File: src/shared/cfs_pkg.sv
// constants and types shared by the core special function register set
package cfs_pkg;
    // special function register addresses
    localparam logic [7:0] ADDR_PRIO_LOW = 8'hB8;
    localparam logic [7:0] ADDR_STATUS = 8'hD0;
    localparam logic [7:0] ADDR_MAIN_OP = 8'hE0;
    localparam logic [7:0] ADDR_SECOND_OP = 8'hF0;
    localparam logic [7:0] ADDR_PRIO_HIGH = 8'hF8;

    // reset values
    localparam logic [7:0] RST_PRIO_LOW = 8'h00;
    localparam logic [7:0] RST_STATUS = 8'h00;
    localparam logic [7:0] RST_MAIN_OP = 8'h00;
    localparam logic [7:0] RST_SECOND_OP = 8'h00;
    localparam logic [7:0] RST_PRIO_HIGH = 8'h00;

    // writable bits of the low priority group; bits 7 and 6 read as zero
    localparam logic [7:0] PRIO_LOW_MASK = 8'h3F;
    localparam int PRIO_LOW_BITS = 6;

    // processor status word field positions
    localparam int CARRY_BIT = 7;
    localparam int AUX_CARRY_BIT = 6;
    localparam int USER_FLAG_ZERO_BIT = 5;
    localparam int BANK_SELECT_HIGH_BIT = 4;
    localparam int BANK_SELECT_LOW_BIT = 3;
    localparam int SIGNED_EXCESS_BIT = 2;
    localparam int USER_FLAG_ONE_BIT = 1;
    localparam int ODD_ONES_BIT = 0;

    // working register bank: eight registers per bank
    localparam int BANK_SHIFT = 3;

    // interrupt sources, index order is also the polling order
    localparam int NUM_SOURCES = 14;
    localparam int SOURCE_IDX_W = 4;

    // interrupt nesting state, one-hot
    typedef enum logic [3:0] {
        NEST_IDLE = 4'h1,   // no routine running
        NEST_LOW = 4'h2,    // a low level routine running
        NEST_HIGH = 4'h4,   // a high level routine running alone
        NEST_BOTH = 4'h8    // a high level routine pre-empted a low one
    } cfs_nest_type;
endpackage

File: src/shared/cfs_arb_if.sv
// signals between the register set and its interrupt priority arbiter
`timescale 1ns/1ps
interface cfs_arb_if;
    logic [cfs_pkg::NUM_SOURCES-1:0] pend;    // enabled and pending requests
    logic [cfs_pkg::NUM_SOURCES-1:0] prio;    // one means high level
    logic allow_high;                         // a high level request may start
    logic allow_low;                          // a low level request may start
    logic hit;                                // some request may start now
    logic [cfs_pkg::SOURCE_IDX_W-1:0] idx;    // winning source
    logic lvl;                                // level of the winning source

    modport arb (input pend, input prio, input allow_high, input allow_low,
                 output hit, output idx, output lvl);
    modport core (output pend, output prio, output allow_high, output allow_low,
                  input hit, input idx, input lvl);
endinterface

File: src/verilog/cfs_prio_arb.sv
// fixed order interrupt priority arbiter
`timescale 1ns/1ps
module cfs_prio_arb (
    // link to the register set
    cfs_arb_if.arb arb
);
    // requests split by level
    logic [cfs_pkg::NUM_SOURCES-1:0] high_req;
    logic [cfs_pkg::NUM_SOURCES-1:0] low_req;

    // only levels that the nesting state allows may compete
    assign high_req = arb.allow_high ? (arb.pend & arb.prio) : '0;
    assign low_req = arb.allow_low ? (arb.pend & ~arb.prio) : '0;

    // high level first, then the lowest index within a level
    always_comb begin
        arb.hit = 1'b0;
        arb.idx = '0;
        arb.lvl = 1'b0;
        // scan downward so the lowest index is the last to claim
        for (int i = cfs_pkg::NUM_SOURCES - 1; i >= 0; i--) begin
            if (low_req[i] && !(|high_req)) begin
                arb.hit = 1'b1;
                arb.idx = cfs_pkg::SOURCE_IDX_W'(i);
                arb.lvl = 1'b0;
            end
        end
        for (int i = cfs_pkg::NUM_SOURCES - 1; i >= 0; i--) begin
            if (high_req[i]) begin
                arb.hit = 1'b1;
                arb.idx = cfs_pkg::SOURCE_IDX_W'(i);
                arb.lvl = 1'b1;
            end
        end
    end
endmodule // cfs_prio_arb

File: src/verilog/cfs_core_sfr.sv
// processor core special function registers with interrupt priority control
`timescale 1ns/1ps
module cfs_core_sfr (
    // clock and reset
    input wire logic clk,
    input wire logic resetn,

    // special function register access
    input wire logic [7:0] sfr_addr,
    input wire logic sfr_wr,
    input wire logic [7:0] sfr_wdata,
    input wire logic sfr_rd,
    output logic [7:0] sfr_rdata,
    output logic sfr_hit,

    // alu results
    input wire logic alu_flags_we,
    input wire logic alu_carry,
    input wire logic alu_aux_carry,
    input wire logic alu_signed_excess,
    input wire logic alu_acc_we,
    input wire logic [7:0] alu_acc_data,
    input wire logic muldiv_second_we,
    input wire logic [7:0] muldiv_second_data,

    // operands and status toward the datapath
    output logic [7:0] main_operand,
    output logic [7:0] second_operand,
    output logic [7:0] status_word,
    input wire logic [2:0] work_reg_sel,
    output logic [7:0] work_reg_addr,

    // interrupt sources and enables
    input wire logic [cfs_pkg::NUM_SOURCES-1:0] irq_pending,
    input wire logic [cfs_pkg::NUM_SOURCES-1:0] irq_enable,
    input wire logic global_interrupt_gate,

    // interrupt sequencing with the core
    input wire logic irq_window,
    output logic irq_take,
    output logic [cfs_pkg::SOURCE_IDX_W-1:0] irq_source,
    output logic irq_level,
    input wire logic irq_return
);
    // reset synchroniser: first stage is read only by the second
    logic rst_meta;
    logic rst_n;

    // registers
    logic [7:0] prio_low;       // interrupt_priority_low_group
    logic [7:0] prio_high;      // interrupt_priority_high_group
    logic [7:0] processor_status_word;            // processor_status_word without parity
    logic odd_ones;             // parity of the accumulator
    logic [7:0] acc;            // main_operand_reg
    logic [7:0] breg;           // second_operand_reg
    logic [7:0] rdata;
    logic rhit;

    // next values
    logic [7:0] next_prio_low;
    logic [7:0] next_prio_high;
    logic [7:0] next_psw;
    logic next_odd_ones;
    logic [7:0] next_acc;
    logic [7:0] next_breg;
    logic [7:0] next_rdata;
    logic next_rhit;

    // interrupt nesting state and grant outputs
    // source and level hold between grants; only take is a pulse
    cfs_pkg::cfs_nest_type nest;
    cfs_pkg::cfs_nest_type next_nest;
    logic take;
    logic next_take;
    logic [cfs_pkg::SOURCE_IDX_W-1:0] src;
    logic [cfs_pkg::SOURCE_IDX_W-1:0] next_src;
    logic lvl;
    logic next_lvl;

    // address decode strobes
    // one strobe per register keeps the precedence logic below flat
    logic wr_prio_low;
    logic wr_prio_high;
    logic wr_status;
    logic wr_acc;
    logic wr_breg;

    // status word as software and the datapath see it
    logic [7:0] psw_view;

    // arbiter link
    cfs_arb_if arb_link ();

    // hazard: a raw release could reach flops on both sides of one edge
    // release reset through two flops so every register leaves reset together
    always_ff @(posedge clk or negedge resetn) begin
        if (!resetn) begin
            rst_meta <= 1'b0;
            rst_n <= 1'b0;
        end else begin
            rst_meta <= 1'b1;
            rst_n <= rst_meta;
        end
    end

    // byte write decode
    // unmapped addresses raise no strobe, so such writes simply vanish
    assign wr_prio_low = sfr_wr && (sfr_addr == cfs_pkg::ADDR_PRIO_LOW);
    assign wr_prio_high = sfr_wr && (sfr_addr == cfs_pkg::ADDR_PRIO_HIGH);
    assign wr_status = sfr_wr && (sfr_addr == cfs_pkg::ADDR_STATUS);
    assign wr_acc = sfr_wr && (sfr_addr == cfs_pkg::ADDR_MAIN_OP);
    assign wr_breg = sfr_wr && (sfr_addr == cfs_pkg::ADDR_SECOND_OP);

    // parity bit is spliced in from its own flop
    // limitation: software can never force the parity bit; a store to it is dropped
    always_comb begin
        psw_view = processor_status_word;
        psw_view[cfs_pkg::ODD_ONES_BIT] = odd_ones;
    end

    // next values of the register group
    always_comb begin
        next_prio_low = prio_low;
        next_prio_high = prio_high;
        next_psw = processor_status_word;
        next_acc = acc;
        next_breg = breg;
        // priority groups: reserved bits of the low group stay zero
        if (wr_prio_low) begin
            next_prio_low = sfr_wdata & cfs_pkg::PRIO_LOW_MASK;
        end
        if (wr_prio_high) begin
            next_prio_high = sfr_wdata;
        end
        // alu flags land first so an explicit store to the word overrides them
        if (alu_flags_we) begin
            next_psw[cfs_pkg::CARRY_BIT] = alu_carry;
            next_psw[cfs_pkg::AUX_CARRY_BIT] = alu_aux_carry;
            next_psw[cfs_pkg::SIGNED_EXCESS_BIT] = alu_signed_excess;
        end
        // user flags and bank bits change only here, never by hardware
        if (wr_status) begin
            next_psw = sfr_wdata;
        end
        // the parity position is never stored; it is always derived
        next_psw[cfs_pkg::ODD_ONES_BIT] = 1'b0;
        // accumulator: datapath result, then a direct register store
        if (alu_acc_we) begin
            next_acc = alu_acc_data;
        end
        if (wr_acc) begin
            next_acc = sfr_wdata;
        end
        // second operand: multiply/divide result, then a scratch pad store that overrides it
        if (muldiv_second_we) begin
            next_breg = muldiv_second_data;
        end
        if (wr_breg) begin
            next_breg = sfr_wdata;
        end
        // parity follows the value the accumulator takes at this edge,
        // so it never lags the accumulator by a cycle
        next_odd_ones = ^next_acc;
    end

    // register read: one cycle latency, unmapped addresses answer zero
    always_comb begin
        next_rdata = 8'h00;
        next_rhit = 1'b0;
        if (sfr_rd) begin
            next_rhit = 1'b1;
            unique case (sfr_addr)
                cfs_pkg::ADDR_PRIO_LOW: next_rdata = prio_low;
                cfs_pkg::ADDR_PRIO_HIGH: next_rdata = prio_high;
                cfs_pkg::ADDR_STATUS: next_rdata = psw_view;
                cfs_pkg::ADDR_MAIN_OP: next_rdata = acc;
                cfs_pkg::ADDR_SECOND_OP: next_rdata = breg;
                default: next_rhit = 1'b0; // not in this register set
            endcase
        end
    end

    // register the group
    always_ff @(posedge clk or negedge rst_n) begin
        if (!rst_n) begin
            prio_low <= cfs_pkg::RST_PRIO_LOW;
            prio_high <= cfs_pkg::RST_PRIO_HIGH;
            processor_status_word <= cfs_pkg::RST_STATUS;
            odd_ones <= 1'b0;
            acc <= cfs_pkg::RST_MAIN_OP;
            breg <= cfs_pkg::RST_SECOND_OP;
            rdata <= 8'h00;
            rhit <= 1'b0;
        end else begin
            prio_low <= next_prio_low;
            prio_high <= next_prio_high;
            processor_status_word <= next_psw;
            odd_ones <= next_odd_ones;
            acc <= next_acc;
            breg <= next_breg;
            rdata <= next_rdata;
            rhit <= next_rhit;
        end
    end

    // feed the arbiter: disabled sources and a closed gate never compete
    assign arb_link.pend = global_interrupt_gate ? (irq_pending & irq_enable) : '0;
    // sources 0..5 from the low group, 6..13 from the high group
    assign arb_link.prio = {prio_high, prio_low[cfs_pkg::PRIO_LOW_BITS-1:0]};
    // trade-off: two levels need only a four state nest, not a full stack
    // a high routine blocks everything; a low routine blocks equal level
    assign arb_link.allow_high = irq_window && (nest inside {cfs_pkg::NEST_IDLE,
                                                            cfs_pkg::NEST_LOW});
    assign arb_link.allow_low = irq_window && (nest == cfs_pkg::NEST_IDLE);

    // fixed order arbiter
    cfs_prio_arb u_arb (
        .arb(arb_link)
    );

    // nesting state: a grant pushes a level, a return pops the newest one
    always_comb begin
        next_nest = nest;
        next_take = 1'b0;
        next_src = src;
        next_lvl = lvl;
        unique case (nest)
            cfs_pkg::NEST_IDLE: begin
                // a stray return here blocks the grant, so the state must hold too
                if (arb_link.hit && !irq_return) begin
                    next_nest = arb_link.lvl ? cfs_pkg::NEST_HIGH : cfs_pkg::NEST_LOW;
                end
            end
            cfs_pkg::NEST_LOW: begin
                // a return wins over a fresh grant in the same cycle
                if (irq_return) begin
                    next_nest = cfs_pkg::NEST_IDLE;
                end else if (arb_link.hit) begin
                    next_nest = cfs_pkg::NEST_BOTH;
                end
            end
            cfs_pkg::NEST_HIGH: begin
                if (irq_return) begin
                    next_nest = cfs_pkg::NEST_IDLE;
                end
            end
            cfs_pkg::NEST_BOTH: begin
                if (irq_return) begin
                    next_nest = cfs_pkg::NEST_LOW;
                end
            end
            default: next_nest = cfs_pkg::NEST_IDLE; // recover from a bad code
        endcase
        // grant pulse only when the state really advanced on a request
        if (arb_link.hit && !irq_return) begin
            next_take = 1'b1;
            next_src = arb_link.idx;
            next_lvl = arb_link.lvl;
        end
    end

    // register the nesting state and the grant
    always_ff @(posedge clk or negedge rst_n) begin
        if (!rst_n) begin
            nest <= cfs_pkg::NEST_IDLE;
            take <= 1'b0;
            src <= '0;
            lvl <= 1'b0;
        end else begin
            nest <= next_nest;
            take <= next_take;
            src <= next_src;
            lvl <= next_lvl;
        end
    end

    // outputs
    // read data and hit come from flops and stand for one cycle
    assign sfr_rdata = rdata;
    assign sfr_hit = rhit;
    assign main_operand = acc;
    assign second_operand = breg;
    assign status_word = psw_view;
    // bank base is the two select bits times eight, plus the register number
    assign work_reg_addr = {3'h0, processor_status_word[cfs_pkg::BANK_SELECT_HIGH_BIT],
                            processor_status_word[cfs_pkg::BANK_SELECT_LOW_BIT], work_reg_sel};
    assign irq_take = take;
    assign irq_source = src;
    assign irq_level = lvl;
endmodule // cfs_core_sfr

File: config.mk
export PLATFORM = sky130hd
export DESIGN_NAME = cfs_core_sfr
export DESIGN_NICKNAME = d
export VERILOG_FILES = /design/src/shared/cfs_pkg.sv /design/src/shared/cfs_arb_if.sv /design/src/verilog/cfs_prio_arb.sv /design/src/verilog/cfs_core_sfr.sv
export SDC_FILE = /design/constraint.sdc
export NUM_CORES = 1
export LEC_CHECK = 0
export ABC_CLOCK_PERIOD_IN_PS = 1710
export BUFFER_PORTS_ARGS = -buffer_cell sky130_fd_sc_hd__buf_2
export CAP_MARGIN = 25
export CORE_ASPECT_RATIO = 1.2
export CORE_MARGIN = 2
export CORE_UTILIZATION = 45
export DETAILED_ROUTE_END_ITERATION = 8
export HOLD_SLACK_MARGIN = 0.12
export PLACE_DENSITY_LB_ADDON = 0.05
export RECOVER_POWER = 25
export SYNTH_ARGS = -nofsm -noshare
export SYNTH_HDL_FRONTEND = slang
export SYNTH_SLANG_ARGS = --single-unit
File: constraint.sdc
create_clock -name clk -period 1.71 [get_ports clk]
set_clock_uncertainty 0.1 [all_clocks]
set_input_delay 0.2565 -clock clk [delete_from_list [all_inputs] [get_ports clk]]
set_output_delay 0.2565 -clock clk [all_outputs]
set_load 0.05 [all_outputs]
==> results.json <==
{
  "run_status": "complete, but fails checks",
  "violations": "DRC, setup timing",
  "routed_via_density": 5.58,
  "nFillCells": 635,
  "final_common_cell": "buf_2",
  "route.antenna.remaining_nets": 0,
  "diodes": 0,
  "global_route.overflow_total": 0,
  "pre_cts_setup_slack_ns": -0.426,
  "crit_required_ns": 1.88,
  "first_global_vias": 3839,
  "yosysSeqAreaShare_pct": 40.9,
  "timing.critical_path.to_type": "register",
  "drt-total-wl_mm": 11.9,
  "die-area_um2": 8770,
  "crit_buf_inv": 0,
  "final_period_demand_of_the_worst_path_ns": 2.06,
  "timing_max_transition_violations_final": 0,
  "critical-path-top-delay-family": "compound AO/OA/AOI/OAI gates",
  "worst_ep_arrival_time_ns": 2.23,
  "crit_fanout": 4,
  "r2r.worst_path.cells": 6,
  "critical_path.slowest_cell": "dfrtp_1",
  "leakagePower_nw": 2.67,
  "worstMarginPinSlew_ns": 0.795,
  "ios": 123,
  "layout_common_cells": "113 x buf_2, 89 x buf_4, 57 x dfrtp_1",
  "clock_insertion_delay_worst_skew_ns": 0.34,
  "synth_seq_cells": 59,
  "synth_cell_type_count": 65,
  "classification_of_the_worst_slack_hold_path": "input port to register",
  "ir_worst_vdd_uv": 651,
  "grt_first_pass_wirelength_mm": 18.7,
  "cts_max_path_buffers": 2,
  "worst_slew_margin_pct": 47.0,
  "worst_reg_to_reg_setup_slack_ns": -0.35,
  "postSynthAreaPerCell_um2": 9.90,
  "dp_hpwl_mm": 9.04,
  "synthesis.area_um2": 3610,
  "gpl.final_weighted_congestion": 0.925,
  "synth_flop_type": "dfrtp_1",
  "worst_hold_endpoint": "second_operand[6]",
  "area_delta_synth_final_pct": 46.8,
  "regToRegStartpoint": "prio_high[1]",
  "number_of_enable_flip_flop_cells_after_synthesis": 0,
  "cts.htree.levels": 3,
  "grt_max_degree": 58,
  "max_stage_delay_ns": 0.39,
  "report.final.setup_viol": 10,
  "r2r_end": "nest[0]",
  "hold_viol": 0,
  "setup_tns_ns": -2.58,
  "final_layout_size_suffix_gt1_share_pct": 49.0,
  "clock_root_buffer": "clkbuf_8",
  "core_area_um2": 7750,
  "detailed_place.area_um2": 4860,
  "cts_sinks": 59,
  "final_critical_path_setup_slack_ns": -0.354,
  "detailroute.via_count": 3717,
  "path_clk_slew_ns": 0.08,
  "total_power_mw": 4.82,
  "start_util_pct": 46.6,
  "syn-instance-count": 365,
  "yosysWarnings": 0,
  "timing.critical_path.from_type": "register",
  "layout.nets": 645,
  "worstPathCellList": "and4_1 > or2_4 > o41ai_4 > nand4_2 > a211o_1 > a31oi_1",
  "timing.max_cap.violations": 0,
  "critPathLaunch": "prio_high[1]",
  "globalRouteTotalUtil_pct": 27.9,
  "layout.cell_area.non_filler_um2": 5300,
  "async_flop_share_pct": 100,
  "clock.fmax_ghz": 0.485,
  "criticalPathCategory": "register to register",
  "min_period_over_period_pct": 121,
  "number_of_antenna_violations_at_the_first_check_in_global_routing": 0,
  "drt_first_pass_iters": 6,
  "route.detailed.wl_per_inst_um": 17.9,
  "tritoncts": "built",
  "detail_route.iter0.violations": 240,
  "power-per-cell-area_nw_per_um2": 908,
  "die_y_um": 102,
  "port_buffers": 113,
  "die-width_um": 85.8,
  "min_from": "sfr_wdata[6]",
  "setup_repair_after_global_routing_missed_its_margin": "yes",
  "numCtsBuffers": 9,
  "hold-path-cell-count": 3,
  "floorplan.rows": 35,
  "remaining_drc_errors": 4
}
## layout make-up
type	count	area [um2]	share of cell area [%]
multi-input combinational	274	2110	39.9
sequential	59	1480	27.9
timing repair buffer	215	1360	25.7
clock buffer	12	145	2.74
tap	92	115	2.17
clock inverter	4	48.8	0.920
inverter	10	37.5	0.708
## where the power goes
part           internal [mW]  switching [mW]  total [mW]  leakage, nW
Sequential              1.56           0.135        1.69        0.761
Combinational          0.751            1.07        1.82         1.81
Clock                  0.715           0.592        1.31        0.101
## synthesized netlist by cell type, types with 5 or more instances
library cell / count / share of area, %
nand3b_1: 7 / 1.5
dfrtp_1: 58 / 40
nor2_1: 21 / 2.2
a21oi_1: 19 / 2.6
nand3_1: 9 / 1.2
o21ai_0: 19 / 2.6
mux2_2: 26 / 8.1
nand2_1: 36 / 3.7
xor2_1: 7 / 1.7
a222oi_1: 9 / 2.5
o22ai_1: 6 / 1.0
inv_1: 10 / 1.0
buf_4: 9 / 1.9
nand4_1: 15 / 2.6
xnor2_1: 10 / 2.4
mux2i_1: 23 / 6.4
o211ai_1: 5 / 1.0
clkbuf_1: 8 / 0.83
## metrics by stage
stage,std cells,hold slack [ns],utilization [%]
global placement,629,-0.0585,62.7
global route,666,0.138,68.4
finish,666,0.122,68.4
floorplan,367,-0.139,-
CTS,661,0.121,67.5
detailed placement,629,-0.0556,62.7
## worst max path at each step
stage               endpoint  slack (ns)  cells past startpoint
4_1_cts              nest[2]       -0.30                      6
5_1_grt              nest[0]       -0.44                      6
6_report             nest[0]       -0.35                      6
3_3_place_gp   irq_source[2]       -0.36                      8
3_5_place_dp         nest[2]       -0.43                      8
2_1_floorplan        nest[2]       -0.31                      6
## tightest hold or removal path: stages
cell	delay, ns
buf_2	0.16
nand2_1	0.06
o21ai_0	0.05
## layer usage
layer	up-vias	part of all wire [%]	global-route usage (%)	wire length, um
li1	1766	-	-	-
met1	1781	38	30.5	4570
met2	138	53	52.3	6350
met3	32	4.7	3.80	558
met4	0	3.6	14.2	424
met5	-	0	0	0
## cell families (layout without fill, tap and decap cells)
kind of cell    count (synthesis)  in the layout  share of synthesized area (%)
simple gates                  120            120                           18.5
compound gates                 84             84                           16.8
flops                          59             59                           40.9
mux                            49             49                           14.5
buf+inv                        34            241                           5.02
xor+xnor                       17             17                           4.12
other cells                     2              4                          0.208
## timing repair
item	4_1_cts	5_1_grt
buffers inserted	6	5
hold buffers	10	0
endpoints found under the hold margin	12	0
setup endpoints to repair	10	25
resized for setup	6	8
pin swaps	2	5
Note: power is estimated with default switching activity, not from simulation.
